<file path="config.mk">
export PLATFORM = sky130hd
export DESIGN_NAME = spi_receive_status_flags
export DESIGN_NICKNAME = d
export VERILOG_FILES = /design/src/rtl/spi_status_pkg.sv /design/src/rtl/spi_receive_status_flags.sv /design/src/rtl/rx_hold_reg.sv
export SDC_FILE = /design/constraint.sdc
export NUM_CORES = 1
export LEC_CHECK = 0
export BUFFER_PORTS_ARGS = -buffer_cell sky130_fd_sc_hd__buf_2
export CORE_MARGIN = 1.5
export CORE_UTILIZATION = 44
export DETAILED_ROUTE_END_ITERATION = 6
export PLACE_DENSITY = 0.83
export SETUP_SLACK_MARGIN = 0.4
export SYNTH_ARGS = -nofsm -noshare
export SYNTH_HDL_FRONTEND = slang
export SYNTH_SLANG_ARGS = --single-unit
</file>
<file path="constraint.sdc">
create_clock -name clk -period 2.4 [get_ports clk]
set_input_delay 0.48 -clock clk [delete_from_list [all_inputs] [get_ports clk]]
set_output_delay 0.48 -clock clk [all_outputs]
set_load 0.05 [all_outputs]
</file>
<file path="src/rtl/spi_status_pkg.sv">
// Shared constants and carriers for the receive status flag block
package spi_status_pkg;
    localparam int          DATA_W          = 8;
    localparam int          APB_W           = 32;
    localparam int          ADDR_W          = 12;
    // Printed offset 0x3 is not word aligned: kept as an index, byte address is four times it
    localparam logic [ADDR_W-1:0] STATUS_IDX  = 12'h003;
    localparam logic [ADDR_W-1:0] DATA_IDX    = 12'h005;
    localparam logic [ADDR_W-1:0] MATCH_IDX   = 12'h006;
    localparam logic [ADDR_W-1:0] IRQ_STS_IDX = 12'h008;
    localparam logic [ADDR_W-1:0] IRQ_EN_IDX  = 12'h009;
    localparam logic [ADDR_W-1:0] IRQ_CLR_IDX = 12'h00a;
    localparam logic [ADDR_W-1:0] IDX_TO_BYTE = 12'h004;
    localparam int          FULL_BIT        = 7;
    localparam int          MATCH_BIT       = 6;
    localparam int          LOW_UNIMPL_W    = 4;
    localparam int          EV_RX_BIT       = 0;
    localparam int          EV_MATCH_BIT    = 1;
    localparam int          EV_W            = 2;
    localparam logic [DATA_W-1:0] MATCH_RESET = 8'h00;
    localparam logic [EV_W-1:0]   EV_RESET    = 2'h0;

    // Received byte with its completion strobe
    typedef struct packed {
        logic              done;
        logic [DATA_W-1:0] data;
    } rx_word_s;

    // Clearing sequence state for one flag
    typedef enum logic [0:0] {ARM_IDLE, ARM_READY} arm_e;
endpackage

</file>
<file path="src/rtl/spi_receive_status_flags.sv">
// Receive-side status flags of the serial port, reached over APB
//
// Local design decision: the APB interface to the registers.
`timescale 1ns/1ps
`default_nettype none
module spi_receive_status_flags #(
    parameter int DW = spi_status_pkg::DATA_W
) (
    input  wire logic                              clk,
    input  wire logic                              reset,
    input  wire logic                              psel,
    input  wire logic                              penable,
    input  wire logic                              pwrite,
    input  wire logic [spi_status_pkg::ADDR_W-1:0] paddr,
    input  wire logic [spi_status_pkg::APB_W-1:0]  pwdata,
    output logic      [spi_status_pkg::APB_W-1:0]  prdata,
    output logic                                   pready,
    output logic                                   pslverr,
    input  wire spi_status_pkg::rx_word_s          rxWord,
    output logic                                   irq
);
    // Byte address of a register index
    function automatic logic [spi_status_pkg::ADDR_W-1:0] regAddr(
        input logic [spi_status_pkg::ADDR_W-1:0] idx);
        regAddr = (spi_status_pkg::ADDR_W)'(idx * spi_status_pkg::IDX_TO_BYTE);
    endfunction

    logic                          access;
    logic                          wrAcc;
    logic                          rdAcc;
    logic                          hitStatus;
    logic                          hitData;
    logic                          hitMatch;
    logic                          hitIrqSts;
    logic                          hitIrqEn;
    logic                          hitIrqClr;
    logic                          mapped;
    logic [DW-1:0]                 rxBuf;
    logic [DW-1:0]                 statusByte;
    logic                          full_r;
    logic                          full_nxt;
    logic                          match_r;
    logic                          match_nxt;
    logic                          checkPend_r;
    logic                          checkPend_nxt;
    spi_status_pkg::arm_e          fullArm_r;
    spi_status_pkg::arm_e          fullArm_nxt;
    spi_status_pkg::arm_e          matchArm_r;
    spi_status_pkg::arm_e          matchArm_nxt;
    logic [DW-1:0]                 cmp_r;
    logic [DW-1:0]                 cmp_nxt;
    logic [spi_status_pkg::EV_W-1:0] evSts_r;
    logic [spi_status_pkg::EV_W-1:0] evSts_nxt;
    logic [spi_status_pkg::EV_W-1:0] evEn_r;
    logic [spi_status_pkg::EV_W-1:0] evEn_nxt;
    logic [spi_status_pkg::EV_W-1:0] evSet;
    logic                          fullClr;
    logic                          matchClr;
    logic                          matchSet;

    // APB decode; zero wait states, so pready is constant high
    assign access    = psel && penable;
    assign wrAcc     = access && pwrite;
    assign rdAcc     = access && !pwrite;
    assign hitStatus = (paddr == regAddr(spi_status_pkg::STATUS_IDX));
    assign hitData   = (paddr == regAddr(spi_status_pkg::DATA_IDX));
    assign hitMatch  = (paddr == regAddr(spi_status_pkg::MATCH_IDX));
    assign hitIrqSts = (paddr == regAddr(spi_status_pkg::IRQ_STS_IDX));
    assign hitIrqEn  = (paddr == regAddr(spi_status_pkg::IRQ_EN_IDX));
    assign hitIrqClr = (paddr == regAddr(spi_status_pkg::IRQ_CLR_IDX));
    assign mapped    = hitStatus | hitData | hitMatch | hitIrqSts | hitIrqEn | hitIrqClr;
    assign pready    = 1'b1;
    assign pslverr   = access && !mapped;

    // Receive data buffer, loaded on every completed transfer
    rx_hold_reg #(
        .W (DW)
    ) rx_hold_reg_inst (
        .clk     (clk),
        .reset   (reset),
        .load    (rxWord.done),
        .dataIn  (rxWord.data),
        .dataOut (rxBuf)
    );

    // Status byte image
    // low bits zero
    always_comb begin
        statusByte = '0;
        statusByte[spi_status_pkg::FULL_BIT]  = full_r;
        statusByte[spi_status_pkg::MATCH_BIT] = match_r;
        statusByte[spi_status_pkg::LOW_UNIMPL_W-1:0] = '0;
    end

    // Clear conditions; a sequence only counts once armed by a status read
    // read then data
    assign fullClr  = rdAcc && hitData && (fullArm_r == spi_status_pkg::ARM_READY);
    assign matchClr = wrAcc && hitStatus && pwdata[spi_status_pkg::MATCH_BIT]
                      && (matchArm_r == spi_status_pkg::ARM_READY);
    assign matchSet = checkPend_r && (rxBuf == cmp_r);

    // Flag next state; set wins over a clear in the same cycle
    always_comb begin
        full_nxt      = full_r;
        match_nxt     = match_r;
        checkPend_nxt = 1'b0;
        fullArm_nxt   = fullArm_r;
        matchArm_nxt  = matchArm_r;
        if (fullClr) begin
            full_nxt    = 1'b0;
            fullArm_nxt = spi_status_pkg::ARM_IDLE;
        end
        if (rdAcc && hitStatus && full_r) begin
            fullArm_nxt = spi_status_pkg::ARM_READY;
        end
        if (rxWord.done) begin
            full_nxt      = 1'b1;
            checkPend_nxt = 1'b1;
        end
        if (matchClr) begin
            match_nxt    = 1'b0;
            matchArm_nxt = spi_status_pkg::ARM_IDLE;
        end
        if (rdAcc && hitStatus && match_r) begin
            matchArm_nxt = spi_status_pkg::ARM_READY;
        end
        if (matchSet) begin
            match_nxt = 1'b1;
        end
    end

    // Software registers: compare value, event enable, event status
    // status write ignored
    always_comb begin
        cmp_nxt   = cmp_r;
        evEn_nxt  = evEn_r;
        evSet     = '0;
        evSet[spi_status_pkg::EV_RX_BIT]    = rxWord.done;
        evSet[spi_status_pkg::EV_MATCH_BIT] = matchSet;
        evSts_nxt = evSts_r;
        if (wrAcc && hitMatch) begin
            cmp_nxt = pwdata[DW-1:0];
        end
        if (wrAcc && hitIrqEn) begin
            evEn_nxt = pwdata[spi_status_pkg::EV_W-1:0];
        end
        if (wrAcc && hitIrqClr) begin
            evSts_nxt = evSts_r & ~pwdata[spi_status_pkg::EV_W-1:0];
        end
        evSts_nxt = evSts_nxt | evSet;
    end

    // Register stage
    // reset clears all
    always_ff @(posedge clk or posedge reset) begin
        if (reset) begin
            full_r      <= 1'b0;
            match_r     <= 1'b0;
            checkPend_r <= 1'b0;
            fullArm_r   <= spi_status_pkg::ARM_IDLE;
            matchArm_r  <= spi_status_pkg::ARM_IDLE;
            cmp_r       <= spi_status_pkg::MATCH_RESET;
            evSts_r     <= spi_status_pkg::EV_RESET;
            evEn_r      <= spi_status_pkg::EV_RESET;
        end else begin
            full_r      <= full_nxt;
            match_r     <= match_nxt;
            checkPend_r <= checkPend_nxt;
            fullArm_r   <= fullArm_nxt;
            matchArm_r  <= matchArm_nxt;
            cmp_r       <= cmp_nxt;
            evSts_r     <= evSts_nxt;
            evEn_r      <= evEn_nxt;
        end
    end

    // Read mux, combinational within the access phase; write-only clear reads zero
    always_comb begin
        prdata = '0;
        if (rdAcc) begin
            if (hitStatus) begin
                prdata[DW-1:0] = statusByte;
            end else if (hitData) begin
                prdata[DW-1:0] = rxBuf;
            end else if (hitMatch) begin
                prdata[DW-1:0] = cmp_r;
            end else if (hitIrqSts) begin
                prdata[spi_status_pkg::EV_W-1:0] = evSts_r;
            end else if (hitIrqEn) begin
                prdata[spi_status_pkg::EV_W-1:0] = evEn_r;
            end
        end
    end

    // Level interrupt while any enabled event is pending
    assign irq = |(evSts_r & evEn_r);

    property p_fullSet;
        @(posedge clk) disable iff (reset)
        rxWord.done |=> full_r;
    endproperty
    a_fullSet: assert property (p_fullSet) else $error("full not set after transfer");

    property p_fullHold;
        @(posedge clk) disable iff (reset)
        (full_r && !(rdAcc && hitData && fullArm_r == spi_status_pkg::ARM_READY))
            |=> full_r;
    endproperty
    a_fullHold: assert property (p_fullHold) else $error("full dropped without sequence");

    // armed data read clears; APB never gives two access cycles in a row
    property p_fullSeq;
        @(posedge clk) disable iff (reset)
        (rdAcc && hitData && fullArm_r == spi_status_pkg::ARM_READY && !rxWord.done)
            |=> !full_r;
    endproperty
    a_fullSeq: assert property (p_fullSeq) else $error("full not cleared by sequence");

    // low bits zero on status read
    property p_lowZero;
        @(posedge clk) disable iff (reset)
        (rdAcc && hitStatus) |-> (prdata[spi_status_pkg::LOW_UNIMPL_W-1:0] == '0);
    endproperty
    a_lowZero: assert property (p_lowZero) else $error("unimplemented bits nonzero");

    // match follows equal compare two cycles after completion
    property p_matchSet;
        @(posedge clk) disable iff (reset)
        (rxWord.done && rxWord.data == cmp_r) ##1 (rxBuf == cmp_r) |=> match_r;
    endproperty
    a_matchSet: assert property (p_matchSet) else $error("match not set");

    // match cleared by armed write of one
    property p_matchClr;
        @(posedge clk) disable iff (reset)
        (matchClr && !matchSet) |=> !match_r;
    endproperty
    a_matchClr: assert property (p_matchClr) else $error("match not cleared");

    // status write without arm keeps flags
    property p_noStore;
        @(posedge clk) disable iff (reset)
        (wrAcc && hitStatus && matchArm_r == spi_status_pkg::ARM_IDLE && match_r)
            |=> match_r;
    endproperty
    a_noStore: assert property (p_noStore) else $error("status write stored value");

    property p_rose;
        @(posedge clk) disable iff (reset)
        $rose(match_r) |-> $past(full_r);
    endproperty
    a_rose: assert property (p_rose) else $error("match without receive-full");

    property p_resetClr;
        @(posedge clk) $fell(reset) |-> (!full_r && !match_r);
    endproperty
    a_resetClr: assert property (p_resetClr) else $error("flags set after reset");

    property p_armDrop;
        @(posedge clk) $fell(reset)
            |-> (fullArm_r == spi_status_pkg::ARM_IDLE && matchArm_r == spi_status_pkg::ARM_IDLE);
    endproperty
    a_armDrop: assert property (p_armDrop) else $error("clear sequence armed after reset");

    // match holds until the armed write of one
    property p_matchHold;
        @(posedge clk) disable iff (reset)
        (match_r && !matchClr) |=> match_r;
    endproperty
    a_matchHold: assert property (p_matchHold) else $error("match dropped without clear");

    // no match without an equal buffer after completion
    property p_matchQuiet;
        @(posedge clk) disable iff (reset)
        (!match_r && !(checkPend_r && rxBuf == cmp_r)) |=> !match_r;
    endproperty
    a_matchQuiet: assert property (p_matchQuiet) else $error("match set without equal data");

    // status read shows the live flags
    property p_statusRead;
        @(posedge clk) disable iff (reset)
        (rdAcc && hitStatus) |-> (prdata[spi_status_pkg::FULL_BIT] == full_r
            && prdata[spi_status_pkg::MATCH_BIT] == match_r);
    endproperty
    a_statusRead: assert property (p_statusRead) else $error("status read flags wrong");
endmodule
`default_nettype wire

</file>
<file path="src/rtl/rx_hold_reg.sv">
// Receive data buffer register loaded on each completed transfer
`timescale 1ns/1ps
`default_nettype none
module rx_hold_reg #(
    parameter int W = 8
) (
    input  wire logic         clk,
    input  wire logic         reset,
    input  wire logic         load,
    input  wire logic [W-1:0] dataIn,
    output logic      [W-1:0] dataOut
);
    logic [W-1:0] hold_r;
    logic [W-1:0] hold_nxt;

    // Keep the old byte unless a new transfer lands
    always_comb begin
        hold_nxt = load ? dataIn : hold_r;
    end

    // Register stage, read data comes out of a flop
    always_ff @(posedge clk or posedge reset) begin
        if (reset) begin
            hold_r <= '0;
        end else begin
            hold_r <= hold_nxt;
        end
    end

    assign dataOut = hold_r;
endmodule
`default_nettype wire

</file>
# Word-level counts from Yosys, hierarchy flattened
# Cells that the tools add are included.
[word_totals]
regBits = 25
[op_classes]
eq_ne = 7
reduce_logical = 23
n_mux = 15
n_bitwise = 9
[op_table]
columns = ["cell", "count"]
rows = [
  ["12-bit by 6-bit equality test with 1-bit output (second input constant)", 3],
  ["12-bit by 5-bit equality test with 1-bit output (second input constant)", 2],
  ["8-bit 2-to-1 mux", 3],
  ["1-bit logical AND", 16],
  ["12-bit by 4-bit equality test with 1-bit output (second input constant)", 1],
  ["8-bit equality test", 1],
  ["2-bit 2-to-1 mux", 4],
  ["2-bit nonzero test", 4],
  ["1-bit 2-to-1 mux", 7],
  ["6-bit 2-to-1 mux", 1],
  ["1-bit OR", 5],
  ["2-bit AND", 2],
  ["1-bit logical NOT", 2],
  ["2-bit inverter", 1],
  ["2-bit OR", 1],
  ["2-bit OR reduction", 1],
]

# Longest topological paths before layout
[logic_depth]
ltp_word = 8
depth_mapped = 5
mapped_depth_nobuf = 4

# By module
# Synthesis repeated with hierarchy kept, for this count alone.
[hier_totals]
hier_cells = 167
area_unflattened_um2 = 1794.2
[modules_own_cells]
columns = ["mod", "instances", "cells_each", "seq_area_each_um2", "area_each_um2"]
rows = [
  ["spi_receive_status_flags", 1, 149, 425.4, 1458.9],
  ["rx_hold_reg", 1, 18, 200.2, 335.3],
]

# Worst setup path before layout
# No wires, ideal clock.
[synth_timing]
path_kind = "input-to-output"
startpoint = "input port paddr[1] (netlist bit)"
endpoint = "output port prdata[7] (netlist bit)"
cell_stages = 5
arrival_time_ps = 2189
path_slack_ps = -269
cell_sequence = "buf_4 -> nor4b_4 -> a22o_1 -> nand2_1 -> a21oi_1"
[synth_via]
elab_chain_cells = 5
[synth_rtl]
columns = ["element", "line_no", "text"]
rows = [
  ["from (decl)", "spi_receive_status_flags.sv:14", "input wire logic [spi_status_pkg::ADDR_W-1:0] paddr,"],
  ["12-bit by 5-bit equality test with 1-bit output", "spi_receive_status_flags.sv:67", "assign hitMatch = (paddr == regAddr(spi_status_pkg::MATCH_IDX));"],
  ["6-bit 2-to-1 mux", "spi_receive_status_flags.sv:185", "end else if (hitMatch) begin"],
  ["8-bit 2-to-1 mux", "spi_receive_status_flags.sv:183", "end else if (hitData) begin"],
  ["8-bit 2-to-1 mux *", "spi_receive_status_flags.sv:181", "if (hitStatus) begin"],
  ["8-bit 2-to-1 mux *", "spi_receive_status_flags.sv:180", "if (rdAcc) begin"],
  ["to (decl)", "spi_receive_status_flags.sv:16", "output logic [spi_status_pkg::APB_W-1:0] prdata,"],
]
# Every way passes the cells marked *; elsewhere a longest branch is shown, timed or not.

# Final worst setup path
[layout_timing]
startpoint = "input port paddr[11] (netlist bit)"
endpoint = "output port prdata[5] (netlist bit)"
# The elaborated chain is that of the path after synthesis.

==> impl_metrics.csv <==
group,metric,value,unit
run_status,outcome,"finished, final reports clean",
routing,viasPerCell,5.13,
clock_tree,tritoncts,"built",
placed_design,post-dp-hpwl,2.78,mm
die,io_pins,93,
setup_path,crit_required,1.92,ns
cells_and_area,nets,271,
pwr,peakVddDrop,0.341,mV
global_routing,antenna_found_initial,0,
setup_path,arrival,1.78,ns
sta,layout_min_cycle_time,2.26,ns
clock_tree,cts_root_buffer,"clkbuf_8",
setup_path,worst-path-max-fanout,4,
clock_tree,holdBufCountCts,0,
global_routing,grt_pass1_wl,6.33,mm
min_path,hold_class,"input port to async pin",
cells_and_area,drive_above_1_share,50.5,%
global_routing,grtUsageMet2,34.0,%
placed_design,dp_slack,-0.0570,ns
cells_and_area,n_antenna_cell,0,
synth,ys_warn_count,0,
synth,netlist_area,0.00168,mm²
synth,ys_seq_area_share,37.2,%
sta,fmax,443,MHz
routing,via_count,1334,
synth,synth_area_leaders,"dfrtp_1, buf_4, mux2_2",
setup_path,crit_type,"input port to output pin",
sta,fin_hold_ws,0.237,ns
sta,fin_crit_sh,94.0,%
pwr,leakagePower,0.971,nW
synth,synth_top_area_share,37.2,%
synth,yosys.area.top_type,"dfrtp_1",
routing,wl,3.84,mm
synth,synth-seq-cells,25,
sta,final.setup.worst_slack,0.144,ns
synth,ys_types,40,
clock_tree,cts.sinks,25,
routing,drc,0,
sta,setup_viol,0,
job,drv_cap,0,
setup_path,crit_top_cell,"buf_6",
sta,final-hold-violation-count,0,
global_routing,grt_util_met1,24.8,%
cells_and_area,fill_cells,322,
placed_design,gp_congestion,0.755,
setup_path,end_kind,"output pin",
setup_path,crit_chain,"buf_6 -> nor4_4 -> nand2_2 -> or2_4 -> nor2_4 -> buf_6",
sta,skew,0.00631,ns
global_routing,met3_usage,2.08,%
global_routing,grt_pass1_vias,1362,
clock_tree,cts.reportedPaths.clkPinSlew,0.09,ns
pwr,cellPowerDensity,418,mW/mm²
die,die_x,64.8,µm
die,start_util,45.9,%
synth,synth-main-ff-cell,"dfrtp_1",
sta,rsz0062_at_grt,"true",
routing,drt_pass1_iterations,4,
die,die_area,0.00420,mm²
pwr,power,0.000922,W
die,core_area,0.00366,mm²
routing,drtIter0Drc,35,
sta,finalSetupTns,0,ns
routing,drt-wirelength-per-cell,14.8,µm
global_routing,track_usage,19.6,%
synth,synth_edf_count,0,
routing,ant_nets,0,
clock_tree,cts_max_level,1,
global_routing,grt_max_degree,26,
cells_and_area,area_growth,31.3,%
synth,synth_area_per_cell,10.5,µm²
global_routing,grt-ovfl-total,0,
synth,synth_cells,160,
setup_path,crit_slowest_cell,"nor4_4",
sta,slew_violations,0,
global_routing,globalRoute.busiestLayer,"met2",
synth,synthArstFlopShare,100,%
clock_tree,cts_buffers,3,
die,rows,22,
clock_tree,clockBufferDepth,2,
setup_path,start_kind,"input port",
clock_tree,clk_latency,0.27,ns
die,chipHeight,64.8,µm
placed_design,io_buffers,43,
setup_path,crit_path_max_incr_delay,0.40,ns
[per-stage QoR]
step           area (µm²)  utilization (%)  cells
5_1_grt              2210             60.3    260
4_1_cts              2200             60.0    259
6_report             2210             60.3    260
3_3_place_gp         1960             53.4    250
3_5_place_dp         1960             53.4    250
2_1_floorplan        1870                -    183
[cell usage after synthesis, types with 2 or more instances]
master	instances
conb_1	2
nand3_4	2
nand2_1	8
buf_4	27
nor3_1	2
nor2_1	10
or2_2	2
nor4b_4	3
dfrtp_1	25
a21oi_1	5
o221a_2	2
mux2_2	18
inv_1	2
nand3_1	3
o21ai_0	4
a22o_1	3
clkbuf_1	2
nor4_1	4
a22oi_1	7
xor2_1	7
nand4_1	3
[state kept, by name (all words and copies together) (netlist names)]
| register | flops |
|---|---|
| checkPend_r | 1 |
| cmp_r | 8 |
| evEn_r | 2 |
| evSts_r | 2 |
| fullArm_r | 1 |
| full_r | 1 |
| matchArm_r | 1 |
| match_r | 1 |
| rx_hold_reg_inst.dataOut | 8 |
[worst max-delay path, delay by kind of cell]
| kind | cells | cell delay [ns] |
|---|---|---|
| simple gates | 4 | 1.04 |
| buf+inv | 2 | 0.26 |
[kinds of logic after synthesis]
logic type | Yosys count | synth area share, %
other cells | 2 | 0.447
compound gates | 26 | 11.2
xor+xnor | 8 | 4.17
flops | 25 | 37.2
buf+inv | 33 | 13.7
mux | 18 | 12.1
simple gates | 48 | 21.2
[report_power, final]
part / internal, W / leakage (nW) / switching, W
Combinational: 0.0000678 / 0.638 / 0.000155
Clock: 0.000116 / 0.0255 / 0.000132
Sequential: 0.000435 / 0.308 / 0.0000154
[layout make-up]
type / instances / area [µm²] / share of cell area [%]
clock inverter: 1 / 5.00 / 0.227
timing repair buffer: 56 / 427 / 19.3
multi-input combinational: 125 / 1040 / 47.2
tap: 48 / 60.1 / 2.72
sequential: 25 / 626 / 28.3
clock buffer: 3 / 41.3 / 1.87
inverter: 2 / 7.51 / 0.340
[final timing paths]
check	endpoint	from	slack, ns	cells after the start
min	rx_hold_reg_inst.dataOut[5]	reset	0.24	3
max in group asynchronous	match_r	reset	1.92	3
max reg2reg	evSts_r[1]	rx_hold_reg_inst.dataOut[1]	1.19	4
min reg2reg	fullArm_r	fullArm_r	0.52	2
min in group clk	matchArm_r	pwrite	0.41	2
max	prdata[5]	paddr[11]	0.14	6
[cells in the final DEF, fill, tap and decap left out, types with 2 or more instances in the layout]
master    count
nand3_2       2
nor2_1        4
a21oi_1       4
a22oi_2       2
nor4b_4       3
buf_6        11
inv_1         2
buf_2        28
a22o_1        3
nand3_1       2
xor2_1        7
conb_1       25
clkbuf_8      3
o221a_4       2
nand3_4       2
buf_8         3
mux2_2       18
nor4_1        2
buf_4        13
nor2_4        6
a22oi_1       5
o21ai_0       4
nand2_1       5
dfrtp_1      25
nor4_4        3
nand4_1       3
nor3_1        2
nand2_2       3
[layer usage]
layer / vias up / share of wire [%] / routed length [µm]
met5: - / 0 / 0
met4: 0 / 1.1 / 42
met3: 4 / 4.6 / 176
met2: 47 / 52 / 1980
met1: 653 / 43 / 1640
li1: 630 / - / -
[repair_timing]
item | in CTS | in global routing
pin swaps | 14 | 0
resized for setup | 41 | 1
setup endpoints to repair | 9 | 9
cloned | 0 | 0
setup buffers | 5 | 1
Power figures use the tool's default switching activity.
